`config.mk`:
```
export PLATFORM = sky130hd
export DESIGN_NAME = switch_global_control
export DESIGN_NICKNAME = d
export VERILOG_FILES = /design/src/switch_ctrl_pkg.sv /design/src/control_bit_cell.sv /design/src/switch_global_control.sv
export SDC_FILE = /design/constraint.sdc
export NUM_CORES = 1
export LEC_CHECK = 0
export ABC_AREA = 1
export BUFFER_PORTS_ARGS = -buffer_cell sky130_fd_sc_hd__buf_2
export CAP_MARGIN = 30
export CORE_ASPECT_RATIO = 1.25
export CORE_MARGIN = 2
export CORE_UTILIZATION = 34
export CTS_BUF_LIST = sky130_fd_sc_hd__clkbuf_4 sky130_fd_sc_hd__clkbuf_8 sky130_fd_sc_hd__clkbuf_16
export DETAILED_ROUTE_END_ITERATION = 8
export PLACE_DENSITY = 0.87
export SETUP_SLACK_MARGIN = 0.02
export SLEW_MARGIN = 20
export SYNTH_ARGS = -nofsm -noshare
export SYNTH_HDL_FRONTEND = slang
export SYNTH_HIERARCHICAL = 1
export SYNTH_SLANG_ARGS = --single-unit
```
`constraint.sdc`:
```
create_clock -name clock_in -period 1.7 [get_ports clock_in]
set_clock_uncertainty 0.1 [all_clocks]
set_input_delay 0.17 -clock clock_in [delete_from_list [all_inputs] [get_ports clock_in]]
set_output_delay 0.17 -clock clock_in [all_outputs]
set_load 0.02 [all_outputs]
```
`src/switch_ctrl_pkg.sv`:
```
// Constants and carrier types for the switch global control register
package switch_ctrl_pkg;

  // ----------------------------------------------------------------
  // Register map
  // ----------------------------------------------------------------
  localparam logic [11:0] SWITCH_GLOBAL_CONTROL_OFFSET = 12'h404;
  localparam int          ADDR_WIDTH                  = 12;
  localparam int          DATA_WIDTH                  = 32;

  // ----------------------------------------------------------------
  // Field positions
  // ----------------------------------------------------------------
  localparam int FUNDAMENTAL_RESET_TRIGGER_BIT       = 0;
  localparam int HOT_RESET_TRIGGER_BIT               = 1;
  localparam int RESET_HOLD_BIT                      = 2;
  localparam int LOCKABLE_FIELD_UNLOCK_BIT           = 3;
  localparam int POWER_BUDGET_UNLOCK_BIT             = 4;
  localparam int LINK_DOWN_HOT_RESET_DISABLE_BIT     = 5;
  localparam int HOT_RESET_CONFIG_RELOAD_DISABLE_BIT = 6;
  localparam int RELAXED_ORDERING_DISABLE_BIT        = 7;

  // ----------------------------------------------------------------
  // Reset values
  // ----------------------------------------------------------------
  localparam logic RESET_HOLD_RESET                      = 1'b0;
  localparam logic LOCKABLE_FIELD_UNLOCK_RESET           = 1'b0;
  localparam logic POWER_BUDGET_UNLOCK_RESET             = 1'b0;
  localparam logic LINK_DOWN_HOT_RESET_DISABLE_RESET     = 1'b0;
  localparam logic HOT_RESET_CONFIG_RELOAD_DISABLE_RESET = 1'b0;
  localparam logic RELAXED_ORDERING_DISABLE_RESET        = 1'b0;
  localparam logic [31:0] READ_DATA_RESET                = 32'h0000_0000;

  // ----------------------------------------------------------------
  // Carrier of the stored control fields
  // ----------------------------------------------------------------
  typedef struct packed {
    logic relaxed_ordering_disable;
    logic hot_reset_config_reload_disable;
    logic link_down_hot_reset_disable;
    logic power_budget_unlock;
    logic lockable_field_unlock;
    logic reset_hold;
  } control_fields_t;

endpackage

```
`src/control_bit_cell.sv`:
```
// One stored control bit with write enable and a hardware set that wins
`timescale 1ns/1ps

module control_bit_cell #(
  parameter logic RESET_VALUE = 1'b0
) (
  // Clock and fundamental reset
  input  wire logic clock_in,
  input  wire logic rst_n_in,
  // Update sources
  input  wire logic write_in,
  input  wire logic data_in,
  input  wire logic set_in,
  // Stored value
  output logic      q_out
);

  logic bit_q;
  logic bit_d;

  // Hardware set beats a concurrent software clear
  assign bit_d = set_in ? 1'b1 : (write_in ? data_in : bit_q);

  // Only the fundamental reset loads RESET_VALUE into the bit, so it survives hot reset
  always_ff @(posedge clock_in)
  begin
    if (!rst_n_in)
      bit_q <= RESET_VALUE;
    else
      bit_q <= bit_d;
  end

  assign q_out = bit_q;

endmodule // control_bit_cell

```
`src/switch_global_control.sv`:
```
// Global control register of the packet switch with its reset and ordering controls
`timescale 1ns/1ps

// Operation
// Write one to bit 0 pulses fundamental reset request; bit reads zero.
// Write one to bit 1 pulses hot reset request; bit reads zero.
// Reset-hold bit keeps all switch logic except SMBus in reset.
// Config memory init error, or loaded image, sets the reset-hold bit.
// Unlock bit set lets lockable fields be written; clear makes them read-only.
// Unlock bit resets clear, is sticky, and is set during every reset operation.
// Power-budget unlock opens per-port budget values; itself a lockable field.
// Link-down disable blocks only DL_Down caused hot resets.
// Reload disable skips config memory initialization in hot reset.
// Ordering disable forces strong ordering, ignoring the relaxed attribute.
// Sticky fields survive hot reset; only fundamental reset restores them.
// Bits above 7 read zero and ignore writes.
module switch_global_control (
  // Clock and fundamental reset
  input  wire logic                                 clock_in,
  input  wire logic                                 rst_n_in,
  // Register access port
  input  wire logic                                 reg_write_in,
  input  wire logic                                 reg_read_in,
  input  wire logic [switch_ctrl_pkg::ADDR_WIDTH-1:0] reg_addr_in,
  input  wire logic [switch_ctrl_pkg::DATA_WIDTH-1:0] reg_wdata_in,
  output logic      [switch_ctrl_pkg::DATA_WIDTH-1:0] reg_rdata_out,
  output logic                                      reg_rvalid_out,
  // Reset sequencer and configuration loader
  input  wire logic                                 reset_sequence_active_in,
  input  wire logic                                 config_init_error_in,
  input  wire logic                                 hot_reset_cause_in,
  input  wire logic                                 upstream_link_down_in,
  // Reset requests and holds
  output logic                                      fundamental_reset_req_out,
  output logic                                      hot_reset_req_out,
  output logic                                      core_reset_hold_out,
  output logic                                      skip_config_reload_out,
  // Field locks
  output logic                                      lockable_field_unlock_out,
  output logic                                      power_budget_unlock_out,
  // Transaction ordering
  input  wire logic                                 tlp_relaxed_ordering_in,
  output logic                                      tlp_relaxed_allowed_out
);

  // ----------------------------------------------------------------
  // Decode
  // ----------------------------------------------------------------
  logic addr_hit;
  logic write_hit;
  logic read_hit;
  logic lockable_write;

  switch_ctrl_pkg::control_fields_t fields;

  assign addr_hit  = (reg_addr_in == switch_ctrl_pkg::SWITCH_GLOBAL_CONTROL_OFFSET);
  assign write_hit = reg_write_in && addr_hit;
  assign read_hit  = reg_read_in && addr_hit;
  // Lockable fields take a write only while the unlock bit is set
  assign lockable_write = write_hit && fields.lockable_field_unlock;

  // ----------------------------------------------------------------
  // Stored fields
  // ----------------------------------------------------------------
  // Hold is set by a failed load or by the image writing it itself
  control_bit_cell #(
    .RESET_VALUE (switch_ctrl_pkg::RESET_HOLD_RESET)
  ) u_reset_hold (
    .clock_in (clock_in),
    .rst_n_in (rst_n_in),
    .write_in (write_hit),
    .data_in  (reg_wdata_in[switch_ctrl_pkg::RESET_HOLD_BIT]),
    .set_in   (config_init_error_in),
    .q_out    (fields.reset_hold)
  );

  control_bit_cell #(
    .RESET_VALUE (switch_ctrl_pkg::LOCKABLE_FIELD_UNLOCK_RESET)
  ) u_lockable_unlock (
    .clock_in (clock_in),
    .rst_n_in (rst_n_in),
    .write_in (write_hit),
    .data_in  (reg_wdata_in[switch_ctrl_pkg::LOCKABLE_FIELD_UNLOCK_BIT]),
    .set_in   (reset_sequence_active_in),
    .q_out    (fields.lockable_field_unlock)
  );

  control_bit_cell #(
    .RESET_VALUE (switch_ctrl_pkg::POWER_BUDGET_UNLOCK_RESET)
  ) u_power_budget_unlock (
    .clock_in (clock_in),
    .rst_n_in (rst_n_in),
    .write_in (lockable_write),
    .data_in  (reg_wdata_in[switch_ctrl_pkg::POWER_BUDGET_UNLOCK_BIT]),
    .set_in   (1'b0),
    .q_out    (fields.power_budget_unlock)
  );

  control_bit_cell #(
    .RESET_VALUE (switch_ctrl_pkg::LINK_DOWN_HOT_RESET_DISABLE_RESET)
  ) u_link_down_disable (
    .clock_in (clock_in),
    .rst_n_in (rst_n_in),
    .write_in (write_hit),
    .data_in  (reg_wdata_in[switch_ctrl_pkg::LINK_DOWN_HOT_RESET_DISABLE_BIT]),
    .set_in   (1'b0),
    .q_out    (fields.link_down_hot_reset_disable)
  );

  control_bit_cell #(
    .RESET_VALUE (switch_ctrl_pkg::HOT_RESET_CONFIG_RELOAD_DISABLE_RESET)
  ) u_reload_disable (
    .clock_in (clock_in),
    .rst_n_in (rst_n_in),
    .write_in (write_hit),
    .data_in  (reg_wdata_in[switch_ctrl_pkg::HOT_RESET_CONFIG_RELOAD_DISABLE_BIT]),
    .set_in   (1'b0),
    .q_out    (fields.hot_reset_config_reload_disable)
  );

  control_bit_cell #(
    .RESET_VALUE (switch_ctrl_pkg::RELAXED_ORDERING_DISABLE_RESET)
  ) u_ordering_disable (
    .clock_in (clock_in),
    .rst_n_in (rst_n_in),
    .write_in (write_hit),
    .data_in  (reg_wdata_in[switch_ctrl_pkg::RELAXED_ORDERING_DISABLE_BIT]),
    .set_in   (1'b0),
    .q_out    (fields.relaxed_ordering_disable)
  );

  // ----------------------------------------------------------------
  // Request and read paths
  // ----------------------------------------------------------------
  logic        fundamental_req_d;
  logic        hot_req_d;
  logic        relaxed_allowed_d;
  logic [31:0] rdata_d;

  assign fundamental_req_d =
    write_hit && reg_wdata_in[switch_ctrl_pkg::FUNDAMENTAL_RESET_TRIGGER_BIT];
  // Link-down cause is the only one the disable bit masks
  assign hot_req_d =
    (write_hit && reg_wdata_in[switch_ctrl_pkg::HOT_RESET_TRIGGER_BIT])
    || hot_reset_cause_in
    || (upstream_link_down_in && !fields.link_down_hot_reset_disable);
  assign relaxed_allowed_d =
    tlp_relaxed_ordering_in && !fields.relaxed_ordering_disable;
  // Trigger bits and everything above bit 7 read as zero
  assign rdata_d = {24'h00_0000,
                    fields.relaxed_ordering_disable,
                    fields.hot_reset_config_reload_disable,
                    fields.link_down_hot_reset_disable,
                    fields.power_budget_unlock,
                    fields.lockable_field_unlock,
                    fields.reset_hold,
                    2'h0};

  logic        fundamental_req_q;
  logic        hot_req_q;
  logic        relaxed_allowed_q;
  logic [31:0] rdata_q;
  logic        rvalid_q;

  always_ff @(posedge clock_in)
  begin
    if (!rst_n_in)
    begin
      fundamental_req_q <= 1'b0;
      hot_req_q         <= 1'b0;
      relaxed_allowed_q <= 1'b0;
      rdata_q           <= switch_ctrl_pkg::READ_DATA_RESET;
      rvalid_q          <= 1'b0;
    end
    else
    begin
      fundamental_req_q <= fundamental_req_d;
      hot_req_q         <= hot_req_d;
      relaxed_allowed_q <= relaxed_allowed_d;
      rdata_q           <= read_hit ? rdata_d : switch_ctrl_pkg::READ_DATA_RESET;
      rvalid_q          <= reg_read_in;
    end
  end

  // ----------------------------------------------------------------
  // Outputs
  // ----------------------------------------------------------------
  // Field outputs are the cell flops themselves, one cycle after the write
  assign fundamental_reset_req_out = fundamental_req_q;
  assign hot_reset_req_out         = hot_req_q;
  assign core_reset_hold_out       = fields.reset_hold;
  assign skip_config_reload_out    = fields.hot_reset_config_reload_disable;
  assign lockable_field_unlock_out = fields.lockable_field_unlock;
  assign power_budget_unlock_out   = fields.power_budget_unlock;
  assign tlp_relaxed_allowed_out   = relaxed_allowed_q;
  assign reg_rdata_out             = rdata_q;
  assign reg_rvalid_out            = rvalid_q;
endmodule // switch_global_control

```
After elaboration in Yosys (flattened, before gate mapping)
Index checks and enable logic that the tools add are counted.

Divide/modulo/power cells: 0. Reduce and logical (&&, ||, !) cells: 14. Equal/unequal tests: 1. Add/sub/neg operators: 0. Multipliers: 0. Bitwise gates (word level): 0. Shift operators: 0. Mux-type cells: 4. Order comparisons: 0.

Operators with widths (count): $eq A12 B11 Y1 const B (1); $logic_and A1 B1 Y1 (7); $mux W1 (4); $reduce_bool A2 Y1 (2); $logic_not A1 Y1 (2); $logic_or A1 B1 Y1 (2); $reduce_and A2 Y1 (1).

Bits in read-only memories: 0. Register bits: 42. Input bits: 53. RAM bits: 0. Latch bits: 0. Output and inout port bits: 40. Word-level logic and storage cells: 31. Memories kept: 0.

Depth between registers and ports, before layout
Word-level depth: 5. Gate-level depth with buffers: 10.

By module
Netlist, hierarchy kept.

Modules (own cells, without submodules): switch_global_control (times used 1, cells each 74, sequential area each 200.2 um^2, area an instance 563.0 um^2); control_bit_cell (times used 6, cells each 9, sequential area each 20.0 um^2, area an instance 50.0 um^2).

Worst setup path after synthesis
No wires, ideal clock.

Kind: input -> register. Start point: input reg_addr_in[9] (netlist name). End point: register u_link_down_disable.bit_q (netlist: u_link_down_disable/q_out). Setup time: 0.111 ns. Data arrival time: 1.000 ns. Required time: 1.489 ns. Slack: 0.488 ns. Stages on the path: 9. Cells stage by stage: nor2_1 > nand2_1 > nor2_2 > and2_4 > nand2_2 > inv_1 > nor2_1 > nor2_1 > nor2_1.

Longest elaborated chain between the ends: 2.

RTL lines: start, declared (RTL line switch_global_control.sv:24) `input wire logic [switch_ctrl_pkg::ADDR_WIDTH-1:0] reg_addr_in,`; $eq A12 B11 Y1 (RTL line switch_global_control.sv:56) `assign addr_hit = (reg_addr_in == switch_ctrl_pkg::SWITCH_GLOBAL_CONTROL_OFFSET);`; $logic_and A1 B1 Y1 (RTL line switch_global_control.sv:57) `assign write_hit = reg_write_in && addr_hit;`; via write_hit (RTL line switch_global_control.sv:50) `logic write_hit;`; end signal, assigned (RTL line control_bit_cell.sv:30) `bit_q <= bit_d;`; end, declared (RTL line control_bit_cell.sv:18) `logic bit_q;`.

The timed path passes the listed nets, and every way through them passes these cells. A chain may end at the register's enable or synchronous reset.

Worst setup path after layout
Start point: input reg_addr_in[11] (netlist name). End point: register u_ordering_disable.bit_q (netlist: u_ordering_disable/q_out).

Longest elaborated chain between the ends: 2.

RTL lines (RTL line): $eq A12 B11 Y1 (switch_global_control.sv:56); $logic_and A1 B1 Y1 (switch_global_control.sv:57); via write_hit (switch_global_control.sv:50); end signal, assigned (control_bit_cell.sv:30); end, declared (control_bit_cell.sv:18).

The timed path passes the listed nets, and every way through them passes these cells.

==> summary.md <==
| Metric | Value |
|---|---|
| Setup bufs post-CTS | `0` |
| Sequential area share after synthesis | `37.10%` |
| Leakage | `0.0006721 uW` |
| Max Cap Violations | `0` |
| # DRC | `0` |
| Post_cts resized | `0` |
| Reg2Reg Setup Slack | `760 ps` |
| Mean Syn Cell Area | `6.745 um2` |
| Largest net degree at the start of global routing | `11` |
| H-tree levels | `1` |
| Switch Pwr | `219.7 uW` |
| Post-route ant nets | `0` |
| Worst vdd ir | `0.2856 mV` |
| Initial DRC count | `4` |
| # diodes | `0` |
| CP startpoint | `reg_addr_in[11]` |
| Pre-CTS setup slack | `217.2 ps` |
| Die span in x | `49.07 um` |
| Count of different cell masters after synthesis | `13` |
| Final worst path period share | `69.78%` |
| Initial antenna violation count | `0` |
| Status | `finished, final reports clean` |
| Critical Path Source Type | `input pin` |
| Max Fclk | `843.0 MHz` |
| R2r endpoint | `u_power_budget_unlock/q_out$_SDFFE_PN0P_` |
| Final setup viols | `0` |
| DR vias/cell | `3.469` |
| Comb power frac | `19.3%` |
| Clock group share of total power | `30.4%` |
| Fin. Hold Viols | `0` |
| IO Port Bufs | `42` |
| Syn Inst Count | `128` |
| Largest fanout on the critical path | `10` |
| Power Total | `786.5 uW` |
| Critical path type | `in -> reg` |
| Worst-path clk slew | `90 ps` |
| CTS tree | `yes` |
| Setup TNS | `0 ps` |
| Post-CTS Hold Buffers | `1` |
| Io pins | `93` |
| Core area | `2427 um2` |
| CP Capture Type | `flip-flop` |
| Die Ht | `60.34 um` |
| Post-layout net count | `232` |
| Power Dens Cells | `731.7 nW/um2` |
| Worst r2r path cells | `5` |
| CTS Sinks | `16` |
| Commonest cells after routing, fill and taps aside | `buf_2, nor2_1, conb_1` |
| Final Wtd Congestion | `0.7029` |
| First-pass GRT wire length | `2.490 mm` |
| FF-to-FF Start | `u_lockable_unlock/q_out$_SDFFE_PN0P_` |
| DRT Pass-1 Iters | `2` |
| Hold WC Path Type | `in -> reg` |
| RSZ-0062 raised after global routing | `no` |
| CTS root buf | `clkbuf_4` |
| Via count | `732` |
| WL/cell | `6.806 um` |
| Vias in the first global route | `635` |
| Crit path to | `u_ordering_disable/q_out$_SDFFE_PN0P_` |
| Gr ovfl total | `0` |
| Die area | `2961 um2` |
| Register bit total from synthesis | `16` |
| Synth Warn # | `6` |
| TritonCTS Buffers | `3` |
| Post-DP HPWL | `1.198 mm` |
| Final wirelength | `1.436 mm` |
| Pins over their slew limit | `0` |
| Seq pwr share | `50.4%` |
| Clock buffer depth | `2` |
| Post-route setup slack | `513.8 ps` |
| Share of layout cells above drive strength 1 | `28.09%` |
| Row Count | `20` |
| Int Power | `566.8 uW` |
| Synthesis-to-layout area growth | `24.49%` |
| Critical Path RT | `1780 ps` |
| All-layer global routing usage | `10.82%` |
| Worst-Skew Late Latency | `270 ps` |
| Commonest non-fill, non-tap cell in the layout | `buf_2` |
| Syn Std Cell Area | `863.3 um2` |
| Minimum clock period | `1186 ps` |
| Arrival time worst endpoint | `1270 ps` |
| Sw frac | `27.93%` |
| Util after Layout | `44.28%` |
| Initial core utilization | `35.57%` |
-- routing by layer --
| layer | GRT usage [%] | part of all wire, % | up-vias |
|---|---|---|---|
| li1 | - | - | 405 |
| met2 | 19.88 | 51 | 39 |
| met5 | 0 | 0 | - |
| met1 | 10.37 | 38 | 284 |
| met4 | 9.388 | 2.6 | 0 |
| met3 | 2.463 | 9.1 | 4 |
-- worst min path at each step --
stage / from / to / slack, ps / cells past startpoint
floorplan: rst_n_in / hot_reset_req_out$_SDFF_PN0_ / 180 / 2
global placement: tlp_relaxed_ordering_in / tlp_relaxed_allowed_out$_SDFF_PN0_ / 280 / 3
detailed placement: tlp_relaxed_ordering_in / tlp_relaxed_allowed_out$_SDFF_PN0_ / 290 / 3
CTS: reg_wdata_in[0] / fundamental_reset_req_out$_SDFF_PN0_ / 10 / 3
global route: reg_wdata_in[0] / fundamental_reset_req_out$_SDFF_PN0_ / 20 / 3
finish: reg_wdata_in[0] / fundamental_reset_req_out$_SDFF_PN0_ / 10 / 3
-- Yosys cell counts --
| library cell | count | share of area [%] |
|---|---|---|
| nand2_2 | 1 | 0.73 |
| buf_4 | 26 | 23 |
| nor2_2 | 1 | 0.73 |
| nand4_1 | 1 | 0.73 |
| nor2b_1 | 1 | 0.73 |
| nor2_1 | 32 | 14 |
| conb_1 | 1 | 0.43 |
| and2_4 | 1 | 1.0 |
| dfxtp_1 | 16 | 37 |
| inv_1 | 27 | 12 |
| nand2_4 | 1 | 1.3 |
| a21oi_1 | 2 | 1.2 |
| nand2_1 | 18 | 7.8 |
-- power groups by stage --
stage / combinational, uW / sequential (uW) / clock [uW]
after floorplan: 133 / 418 / 0
after global placement: 147 / 405 / 0
after detailed placement: 149 / 405 / 0
after CTS: 151 / 396 / 245
after global routing: 170 / 398 / 262
final: 152 / 396 / 239
-- state kept, by name, indices dropped and copies added, names as in the netlist --
name and count:
u_ordering_disable/q_out 1, u_lockable_unlock/q_out 1, fundamental_reset_req_out 1, tlp_relaxed_allowed_out 1
u_link_down_disable/q_out 1, u_reload_disable/q_out 1, reg_rdata_out 6, u_power_budget_unlock/q_out 1
u_reset_hold/q_out 1, hot_reset_req_out 1, reg_rvalid_out 1
-- worst max-delay path, stage by stage --
cell and delay, ps:
buf_2 90, nor2_1 80, nor2b_1 180, and2_4 190
nand2_2 60, inv_1 250, nor2_1 90, nor2_1 110
nor2_1 40
-- through the flow --
step | hold WS, ps | std cells | cell area [um2]
6_report | 13.91 | 211 | 1075
5_1_grt | 17.55 | 211 | 1075
4_1_cts | 11.60 | 211 | 1075
3_5_place_dp | 292.8 | 206 | 1028
3_3_place_gp | 284.2 | 206 | 1028
2_1_floorplan | 179.2 | 157 | 972.2
-- logic make-up (layout without fill, tap and decap cells) --
| family | after synthesis | in the layout | share of synthesized area, % |
|---|---|---|---|
| flip-flops | 16 | 16 | 37.10 |
| AND/OR/NAND/NOR | 56 | 56 | 26.96 |
| buffers and inverters | 53 | 74 | 34.35 |
| other | 1 | 30 | 0.4344 |
| AO/OA/AOI/OAI | 2 | 2 | 1.159 |
-- layout make-up --
type	count	area (um2)
sequential	16	320.3
multi-input combinational	88	355.3
tap	33	41.29
clock buffer	4	36.28
fill	286	1353
inverter	27	101.3
timing repair buffer	43	220.2
(Power assumes the default switching activity.)
